$ cat src/hdl/oad_pkg.sv
// Shared types and constants for the operand addressing decoder
package oad_pkg;
    localparam int unsigned REG_W = 16;
    localparam int unsigned REG_N = 16;
    localparam logic [3:0] PC_IDX = 4'h0;
    localparam logic [3:0] STATUS_IDX = 4'h2;
    localparam logic [3:0] CG2_IDX = 4'h3;
    localparam logic [15:0] PC_RESET = 16'h0000;
    localparam logic [15:0] REG_RESET = 16'h0000;
    localparam logic [15:0] WORD_STEP = 16'h0002;
    localparam logic [15:0] BYTE_STEP = 16'h0001;
    localparam logic [15:0] CONST_4 = 16'h0004;
    localparam logic [15:0] CONST_8 = 16'h0008;
    localparam logic [15:0] CONST_0 = 16'h0000;
    localparam logic [15:0] CONST_1 = 16'h0001;
    localparam logic [15:0] CONST_2 = 16'h0002;
    localparam logic [15:0] CONST_M1 = 16'hffff;
    localparam logic [1:0] SM_REG = 2'h0;
    localparam logic [1:0] SM_IDX = 2'h1;
    localparam logic [1:0] SM_IND = 2'h2;
    localparam logic [1:0] SM_INC = 2'h3;
    localparam logic [1:0] LEN_ONE = 2'h1;

    // One decoded two-operand instruction, a move of source to destination
    typedef struct packed {
        logic [3:0] src_reg;
        logic [1:0] source_mode_field;
        logic [3:0] dst_reg;
        logic dst_mode;
        logic byte_op;
    } oad_instr_t;

    // Memory request presented to the bus
    typedef struct packed {
        logic req;
        logic we;
        logic byte_op;
        logic [15:0] addr;
        logic [15:0] wdata;
    } oad_mem_req_t;

    typedef enum logic [2:0] {
        ST_IDLE, ST_SRC_EXT, ST_SRC_RD, ST_DST_EXT, ST_DST_WR, ST_DONE
    } oad_state_t;
endpackage : oad_pkg

$ cat src/hdl/oad_decoder.sv
// Operand addressing decoder, register file and effective address unit
// Operation
// - Second constant source, mode 00 gives zero
// - Constant sources yield 4,8,0,1,2,all-ones only
// - Twelve working registers: data, pointer, index, byte/word
// - Seven source modes, four destination modes
// - Mode 00/0 operand is register contents
// - Mode 01/1 fetches offset, accesses register plus offset
// - Symbolic mode is indexed on program counter
// - Absolute mode is indexed on status register
// - Source mode 10 uses register as address
// - Source mode 11 post-increments by 1 or 2
// - Immediate is autoincrement through program counter
// - Any source mode pairs with any destination
// - Register move leaves source register unchanged
// - Byte register write clears upper byte, byte flags
// - Index bases unchanged, PC skips extension words
// - Length is one word plus extension words
`timescale 1ns/100ps
module oad_decoder #(
    parameter int unsigned DATA_W = 16
) (
    input wire logic i_clock,
    input wire logic i_rst_b,
    input wire logic i_clk_en,
    input wire logic i_start,
    input wire oad_pkg::oad_instr_t i_instr,
    input wire logic i_mem_ack,
    input wire logic [15:0] i_mem_rdata,
    output oad_pkg::oad_mem_req_t o_mem,
    output logic o_busy,
    output logic o_done,
    output logic [15:0] o_operand,
    output logic [1:0] o_length,
    output logic o_flag_n,
    output logic o_flag_z,
    output logic [15:0] o_pc
);
    // Datapath is fixed at the register width
    if (DATA_W != oad_pkg::REG_W) begin : g_width_check
        $error("DATA_W must equal the 16-bit register width");
    end

    // Constant source test; shared by start decode and checks
    function automatic logic is_const(input logic [3:0] r,
                                      input logic [1:0] m);
        is_const = (r == oad_pkg::CG2_IDX) ||
            (r == oad_pkg::STATUS_IDX && m[1]);
    endfunction : is_const

    function automatic logic [15:0] const_val(input logic [3:0] r,
                                              input logic [1:0] m);
        if (r == oad_pkg::STATUS_IDX) begin
            const_val = m[0] ? oad_pkg::CONST_8 : oad_pkg::CONST_4;
        end else begin
            unique case (m)
                2'h0: const_val = oad_pkg::CONST_0;
                2'h1: const_val = oad_pkg::CONST_1;
                2'h2: const_val = oad_pkg::CONST_2;
                default: const_val = oad_pkg::CONST_M1;
            endcase
        end
    endfunction : const_val

    // Status register base reads as zero so the offset is the address
    function automatic logic [15:0] idx_base(input logic [3:0] r,
                                             input logic [15:0] v);
        idx_base = (r == oad_pkg::STATUS_IDX) ? 16'h0000 : v;
    endfunction : idx_base

    oad_pkg::oad_state_t state_q;
    oad_pkg::oad_instr_t ins_q;
    logic [15:0] regs_q [oad_pkg::REG_N];
    logic [15:0] op_q;
    logic [1:0] len_q;
    logic src_ext_ack;
    logic dst_ext_ack;
    logic inc_fire;
    logic reg_wr;
    logic [15:0] step;
    logic [15:0] wr_val;
    logic src_direct;

    assign src_ext_ack = state_q == oad_pkg::ST_SRC_EXT && i_mem_ack;
    assign dst_ext_ack = state_q == oad_pkg::ST_DST_EXT && i_mem_ack;
    assign inc_fire = i_clk_en && state_q == oad_pkg::ST_IDLE && i_start &&
        i_instr.source_mode_field == oad_pkg::SM_INC &&
        !is_const(i_instr.src_reg, i_instr.source_mode_field);
    assign src_direct = is_const(i_instr.src_reg, i_instr.source_mode_field) ||
        i_instr.source_mode_field == oad_pkg::SM_REG;
    // Program counter always steps by a word, even for byte immediates
    assign step = (i_instr.byte_op && i_instr.src_reg != oad_pkg::PC_IDX) ?
        oad_pkg::BYTE_STEP : oad_pkg::WORD_STEP;
    assign reg_wr = state_q == oad_pkg::ST_DST_WR && !ins_q.dst_mode;
    assign wr_val = ins_q.byte_op ? {8'h00, op_q[7:0]} : op_q;

    // Sequencer: source phase, then destination phase
    always_ff @(posedge i_clock or negedge i_rst_b) begin
        if (!i_rst_b) begin
            state_q <= oad_pkg::ST_IDLE;
        end else if (i_clk_en) begin
            unique case (state_q)
                oad_pkg::ST_IDLE: if (i_start) begin
                    if (src_direct) begin
                        state_q <= i_instr.dst_mode ?
                            oad_pkg::ST_DST_EXT : oad_pkg::ST_DST_WR;
                    end else if (i_instr.source_mode_field ==
                                 oad_pkg::SM_IDX) begin
                        state_q <= oad_pkg::ST_SRC_EXT;
                    end else begin
                        state_q <= oad_pkg::ST_SRC_RD;
                    end
                end
                oad_pkg::ST_SRC_EXT: if (i_mem_ack) begin
                    state_q <= oad_pkg::ST_SRC_RD;
                end
                // Any source mode may pair with either destination mode
                oad_pkg::ST_SRC_RD: if (i_mem_ack) begin
                    state_q <= ins_q.dst_mode ?
                        oad_pkg::ST_DST_EXT : oad_pkg::ST_DST_WR;
                end
                oad_pkg::ST_DST_EXT: if (i_mem_ack) begin
                    state_q <= oad_pkg::ST_DST_WR;
                end
                oad_pkg::ST_DST_WR: if (!ins_q.dst_mode || i_mem_ack) begin
                    state_q <= oad_pkg::ST_DONE;
                end
                // Done and any stray code fall back to idle
                default: state_q <= oad_pkg::ST_IDLE;
            endcase
        end
    end

    // Instruction capture and length count
    always_ff @(posedge i_clock or negedge i_rst_b) begin
        if (!i_rst_b) begin
            ins_q <= '0;
            len_q <= oad_pkg::LEN_ONE;
        end else if (i_clk_en) begin
            if (state_q == oad_pkg::ST_IDLE && i_start) begin
                ins_q <= i_instr;
                len_q <= (inc_fire && i_instr.src_reg == oad_pkg::PC_IDX) ?
                    oad_pkg::LEN_ONE + 2'h1 : oad_pkg::LEN_ONE;
            end else if (src_ext_ack || dst_ext_ack) begin
                len_q <= len_q + 2'h1;
            end
        end
    end

    // Register file; PC lives at index zero
    always_ff @(posedge i_clock or negedge i_rst_b) begin
        if (!i_rst_b) begin
            regs_q <= '{default: oad_pkg::REG_RESET};
            regs_q[0] <= oad_pkg::PC_RESET;
        end else if (i_clk_en) begin
            if (inc_fire) begin
                regs_q[i_instr.src_reg] <=
                    regs_q[i_instr.src_reg] + step;
            end else if (src_ext_ack || dst_ext_ack) begin
                regs_q[0] <= regs_q[0] + oad_pkg::WORD_STEP;
            end else if (reg_wr) begin
                regs_q[ins_q.dst_reg] <= wr_val;
            end
        end
    end

    // Operand value and bus request
    always_ff @(posedge i_clock or negedge i_rst_b) begin
        if (!i_rst_b) begin
            op_q <= 16'h0000;
            o_mem <= '0;
        end else if (i_clk_en) begin
            unique case (state_q)
                oad_pkg::ST_IDLE: if (i_start) begin
                    o_mem.byte_op <= i_instr.byte_op;
                    o_mem.we <= 1'b0;
                    if (is_const(i_instr.src_reg,
                                 i_instr.source_mode_field)) begin
                        op_q <= const_val(i_instr.src_reg,
                            i_instr.source_mode_field);
                    end else if (i_instr.source_mode_field ==
                                 oad_pkg::SM_REG) begin
                        op_q <= regs_q[i_instr.src_reg];
                    end else begin
                        o_mem.req <= 1'b1;
                        o_mem.addr <= (i_instr.source_mode_field ==
                            oad_pkg::SM_IDX) ? regs_q[0] :
                            regs_q[i_instr.src_reg];
                    end
                    if (i_instr.dst_mode && src_direct) begin
                        o_mem.req <= 1'b1;
                        o_mem.addr <= regs_q[0];
                    end
                end
                // Base taken before PC moves past the offset word
                oad_pkg::ST_SRC_EXT: if (i_mem_ack) begin
                    o_mem.addr <= idx_base(ins_q.src_reg,
                        regs_q[ins_q.src_reg]) + i_mem_rdata;
                end
                oad_pkg::ST_SRC_RD: if (i_mem_ack) begin
                    op_q <= i_mem_rdata;
                    o_mem.req <= ins_q.dst_mode;
                    o_mem.addr <= regs_q[0];
                end
                oad_pkg::ST_DST_EXT: if (i_mem_ack) begin
                    o_mem.we <= 1'b1;
                    o_mem.wdata <= op_q;
                    o_mem.addr <= idx_base(ins_q.dst_reg,
                        regs_q[ins_q.dst_reg]) + i_mem_rdata;
                end
                oad_pkg::ST_DST_WR: if (i_mem_ack) begin
                    o_mem.req <= 1'b0;
                    o_mem.we <= 1'b0;
                end
                default: o_mem.req <= 1'b0;
            endcase
        end
    end

    // Completion outputs; flags follow the operation width
    always_ff @(posedge i_clock or negedge i_rst_b) begin
        if (!i_rst_b) begin
            o_done <= 1'b0;
            o_operand <= 16'h0000;
            o_length <= oad_pkg::LEN_ONE;
            o_flag_n <= 1'b0;
            o_flag_z <= 1'b0;
        end else if (i_clk_en) begin
            o_done <= state_q == oad_pkg::ST_DST_WR &&
                (!ins_q.dst_mode || i_mem_ack);
            if (state_q == oad_pkg::ST_DST_WR) begin
                o_operand <= wr_val;
                o_length <= len_q;
                o_flag_n <= ins_q.byte_op ? op_q[7] : op_q[15];
                o_flag_z <= ins_q.byte_op ? op_q[7:0] == 8'h00 :
                    op_q == 16'h0000;
            end
        end
    end

    // Busy and program counter mirrors
    always_ff @(posedge i_clock or negedge i_rst_b) begin
        if (!i_rst_b) begin
            o_busy <= 1'b0;
            o_pc <= oad_pkg::PC_RESET;
        end else if (i_clk_en) begin
            o_busy <= (state_q == oad_pkg::ST_IDLE) ? i_start :
                state_q != oad_pkg::ST_DONE;
            o_pc <= regs_q[0];
        end
    end
endmodule : oad_decoder

$ cat config.mk
export PLATFORM = sky130hd
export DESIGN_NAME = oad_decoder
export DESIGN_NICKNAME = d
export VERILOG_FILES = /design/src/hdl/oad_pkg.sv /design/src/hdl/oad_decoder.sv
export SDC_FILE = /design/constraint.sdc
export NUM_CORES = 1
export LEC_CHECK = 0
export BUFFER_PORTS_ARGS = -buffer_cell sky130_fd_sc_hd__buf_2
export CAP_MARGIN = 5
export CORE_MARGIN = 3
export CORE_UTILIZATION = 55
export CTS_CLUSTER_DIAMETER = 200
export DETAILED_ROUTE_END_ITERATION = 7
export HOLD_SLACK_MARGIN = 0.03
export PLACE_DENSITY = 0.76
export REMOVE_ABC_BUFFERS = 1
export SETUP_SLACK_MARGIN = 0.05
export SYNTH_ARGS = -nofsm -noshare
export SYNTH_HDL_FRONTEND = slang
export SYNTH_SLANG_ARGS = --single-unit
$ cat constraint.sdc
create_clock -name i_clock -period 9.5 [get_ports i_clock]
set_input_delay 1.425 -clock i_clock [delete_from_list [all_inputs] [get_ports i_clock]]
set_output_delay 1.425 -clock i_clock [all_outputs]
set_load 0.01 [all_outputs]
==> summary.txt <==
Run status
  – Status: completed

Clock network
  – Postcts setup bufs: 0
  – CTS tree: yes
  – Clock Latency Late Sink: around 0.60 ns
  – Sink Count: 360
  – CTS root buffer: clkbuf_16
  – # resized after CTS: 0
  – Clk slew on worst S/H paths: 0.06 ns
  – Num CTS Buffers: between 40 and 50
  – Post-cts hold buffer count: 0
  – Clock tree buffer depth: 3
  – Htree depth: 2

Min path
  – Hold_sp: o_flag_n
  – HP Class: reg -> reg

Route
  – Initial DRC Count: 3,921
  – DR WL/cell: roughly 32 um
  – WL final: slightly above 90 mm
  – Antenna-violating nets left: 0
  – Pre-antenna DRT Iters: 6
  – Residual DRC: 0
  – Vias: 21,637
  – Vias per inst: about 7.7

Logic synthesis
  – EDFF count, synth: 0
  – Top cells by count, synth: dfrtp_1, nand2_1, mux4_2
  – Synthesized instance count: around 2,200
  – FFs w/ async S/R, synth: 1.00
  – Unique masters post-synth: 93
  – Mean Syn Cell Area: roughly 11 um2
  – Mapped cell area: 24,300 um2
  – Sequential area share after synthesis: 0.370
  – YS warnings: 0
  – Leading post-synthesis cells by cell area: dfrtp_1, mux4_2, a22oi_1, o21ai_0, nand2_1
  – Most frequent cell after synthesis: dfrtp_1
  – Synth top area share: 0.368
  – Synth area leader: dfrtp_1
  – Yosys reg bits: 360
  – Top_reg_cell synth: dfrtp_1

Floorplan
  – Core ar.: approximately 43,000 um2
  – Initial Util: 0.561
  – I/O pin cnt: 106
  – Die ar.: approximately 47,000 um2
  – Num rows: 76
  – Die width: between 200 and 250 um
  – Die Ht: roughly 220 um

Setup path
  – CP Cell Sequence: buf_4 -> mux4_2 -> mux2i_1 -> a211o_1 -> inv_1 -> ha_1 -> a21oi_1 -> o211ai_1 -> a2111oi_0 -> o31ai_1 -> a21oi_1 -> xnor2_1 -> a221oi_2 -> nor2_1
  – Delay-heaviest family, CP: compound AO/OA/AOI/OAI gates
  – CP Data Arrival Time: 6.21 ns
  – CP max stage cell: a2111oi_0
  – CP Data Required Time: approximately 10 ns
  – Critical path class: reg -> reg
  – CP bufs+invs: 2
  – Worst Setup Start Kind: flop
  – Crit path from: ins_q[8]
  – CP peak stage delay: just over 0.9 ns
  – Cell mode on critical path: a21oi_1
  – Critical path capture point type: flop
  – Worst R2R Start: ins_q[8]
  – Critical Path Fanout Max: 37

Placement
  – Dpl hpwl: between 60 and 70 mm
  – Port Buffer Count: ~110
  – DP Area: approximately 25,000 um2
  – Routability cong.: 0.981

Run
  – Number of max-cap violations: 0

Finish
  – Fill cells: about 3,500
  – Fin area: between 20,000 and 30,000 um2
  – Multi-input gate area: ~14,000 um2
  – Syn-to-layout area delta: 8.73%
  – Share of layout cells above drive strength 1: 0.267
  – Fin util: 0.610
  – Sequential cell area: around 9000 um2
  – Nets: between 2,000 and 2,500

GRT
  – First-pass GRT wire length: ~140 mm
  – Total grt overflow: 0
  – Vias in the first global route: ~21,000
  – Initial antenna violation count: 5
  – Largest net degree at the start of global routing: 141
  – Total Routing Usage GR: 0.386

STA
  – Worst slew pin tran: 1.32 ns
  – Max-Slew Margin vs Limit: 0.118
  – Max frequency: approximately 170 MHz
  – Crit path time final: 5.76 ns
  – Final Hold Fails: 0
  – Skew final: around 0.035 ns
  – Endpoints failing setup: 0
  – Period utilization: 0.607
  – Setup tns final: 0 ns
  – Unrepaired setup endpoints after global routing: no
  – Final Max Slew Viols: 0

Pwr
  – VDD IR max: between 150 and 200 uV
  – Overall Power: approximately 7.1 mW
  – Leakage: about 11 nW
  – Power Dens Cells: between 200 and 300 nW/um2
[flip-flops by register name (all words and copies together) (netlist names)]
| register | count |
|---|---|
| regs_q | 256 |
| op_q | 16 |
| o_pc | 16 |
| o_mem | 35 |
| o_flag_z | 1 |
| o_length | 2 |
| o_busy | 1 |
| len_q | 2 |
| o_flag_n | 1 |
| o_done | 1 |
| o_operand | 16 |
| state_q | 3 |
| ins_q | 10 |
[where the power goes]
group / switching (mW) / total [mW] / internal (mW)
logic: 1.73 / 2.95 / 1.22
clock network: 0.693 / 1.70 / 1.01
registers: 0.589 / 2.49 / 1.90
total: 3.01 / 7.14 / 4.13
[stage by stage]
stage | setup slack [ns] | cells | hold slack (ns)
global placement | 3.63 | 2748 | 0.457
floorplan | 2.69 | 2006 | 0.462
global route | 3.51 | 2821 | 0.503
finish | 3.74 | 2822 | 0.475
detailed placement | 3.56 | 2748 | 0.464
CTS | 3.86 | 2821 | 0.477
[logic make-up (layout without fill, tap and decap cells)]
logic type,count (synthesis),after routing,share of synthesized area
buffers and inverters,257,266,0.0491
muxes,303,303,0.243
xor gates and xnor gates,53,53,0.0226
other,0,1,0
and+or+nand+nor,512,512,0.103
AOI/OAI and AO/OA,706,706,0.192
DFF,360,360,0.370
adders and majority gates,36,36,0.0194
[worst register-to-register path, stage by stage (launching register included)]
cell and delay [ns]:
dfrtp_4 0.87, buf_4 0.76, mux4_2 0.64, mux2i_1 0.48, a211o_1 0.27, inv_1 0.06, ha_1 0.26, a21oi_1 0.19
o211ai_1 0.29, a2111oi_0 0.93, o31ai_1 0.18, a21oi_1 0.22, xnor2_1 0.11, a221oi_2 0.29, nor2_1 0.08
[layout make-up]
type | instances | area share
well taps | 585 | 0.0277
clock buffers | 54 | 0.0429
flip-flops and latches | 360 | 0.341
inverters | 36 | 0.00510
clock inverters | 19 | 0.0103
repair buffers | 157 | 0.0356
diodes | 1 | 0.0000945
multi-input cells | 1610 | 0.538
[worst paths after layout]
kind,cells past startpoint,endpoint,slack (ns)
worst max-delay path,14,o_mem[31],3.74
worst min-delay path,1,o_flag_n,0.47
worst max register to register,14,o_mem[31],3.74
worst min register to register,1,o_flag_n,0.47
max in group asynchronous,3,regs_q[7],6.57
min in group asynchronous,1,o_mem[6],0.81
[cells in the final DEF, fill, tap and decap left out, drive strengths merged, types with 6 or more instances in the layout]
cell type / count
o211ai: 10
xor2: 19
nor2: 81
nor2b: 46
mux2: 72
o22ai: 14
nand2b: 21
a211oi: 7
a221oi: 7
dfrtp: 358
bufinv: 6
o22a: 6
nor4: 8
inv: 39
nand4: 8
ha: 33
a31oi: 10
nand2: 235
and2: 6
and3: 21
o21ai: 272
a21o: 13
a21oi: 83
mux4: 221
a22oi: 154
nand3: 48
clkbuf: 54
a32oi: 56
xnor2: 34
buf: 157
mux2i: 10
nor3: 24
o221ai: 23
[per-layer routing]
| metal | routed length, um | GRT usage |
|---|---|---|
| met1 | 30700 | 0.475 |
| met2 | 39800 | 0.571 |
| met3 | 12900 | 0.135 |
| met4 | 7560 | 0.274 |
| met5 | 23 | 0 |
Note: power is estimated with default switching activity, not from simulation.
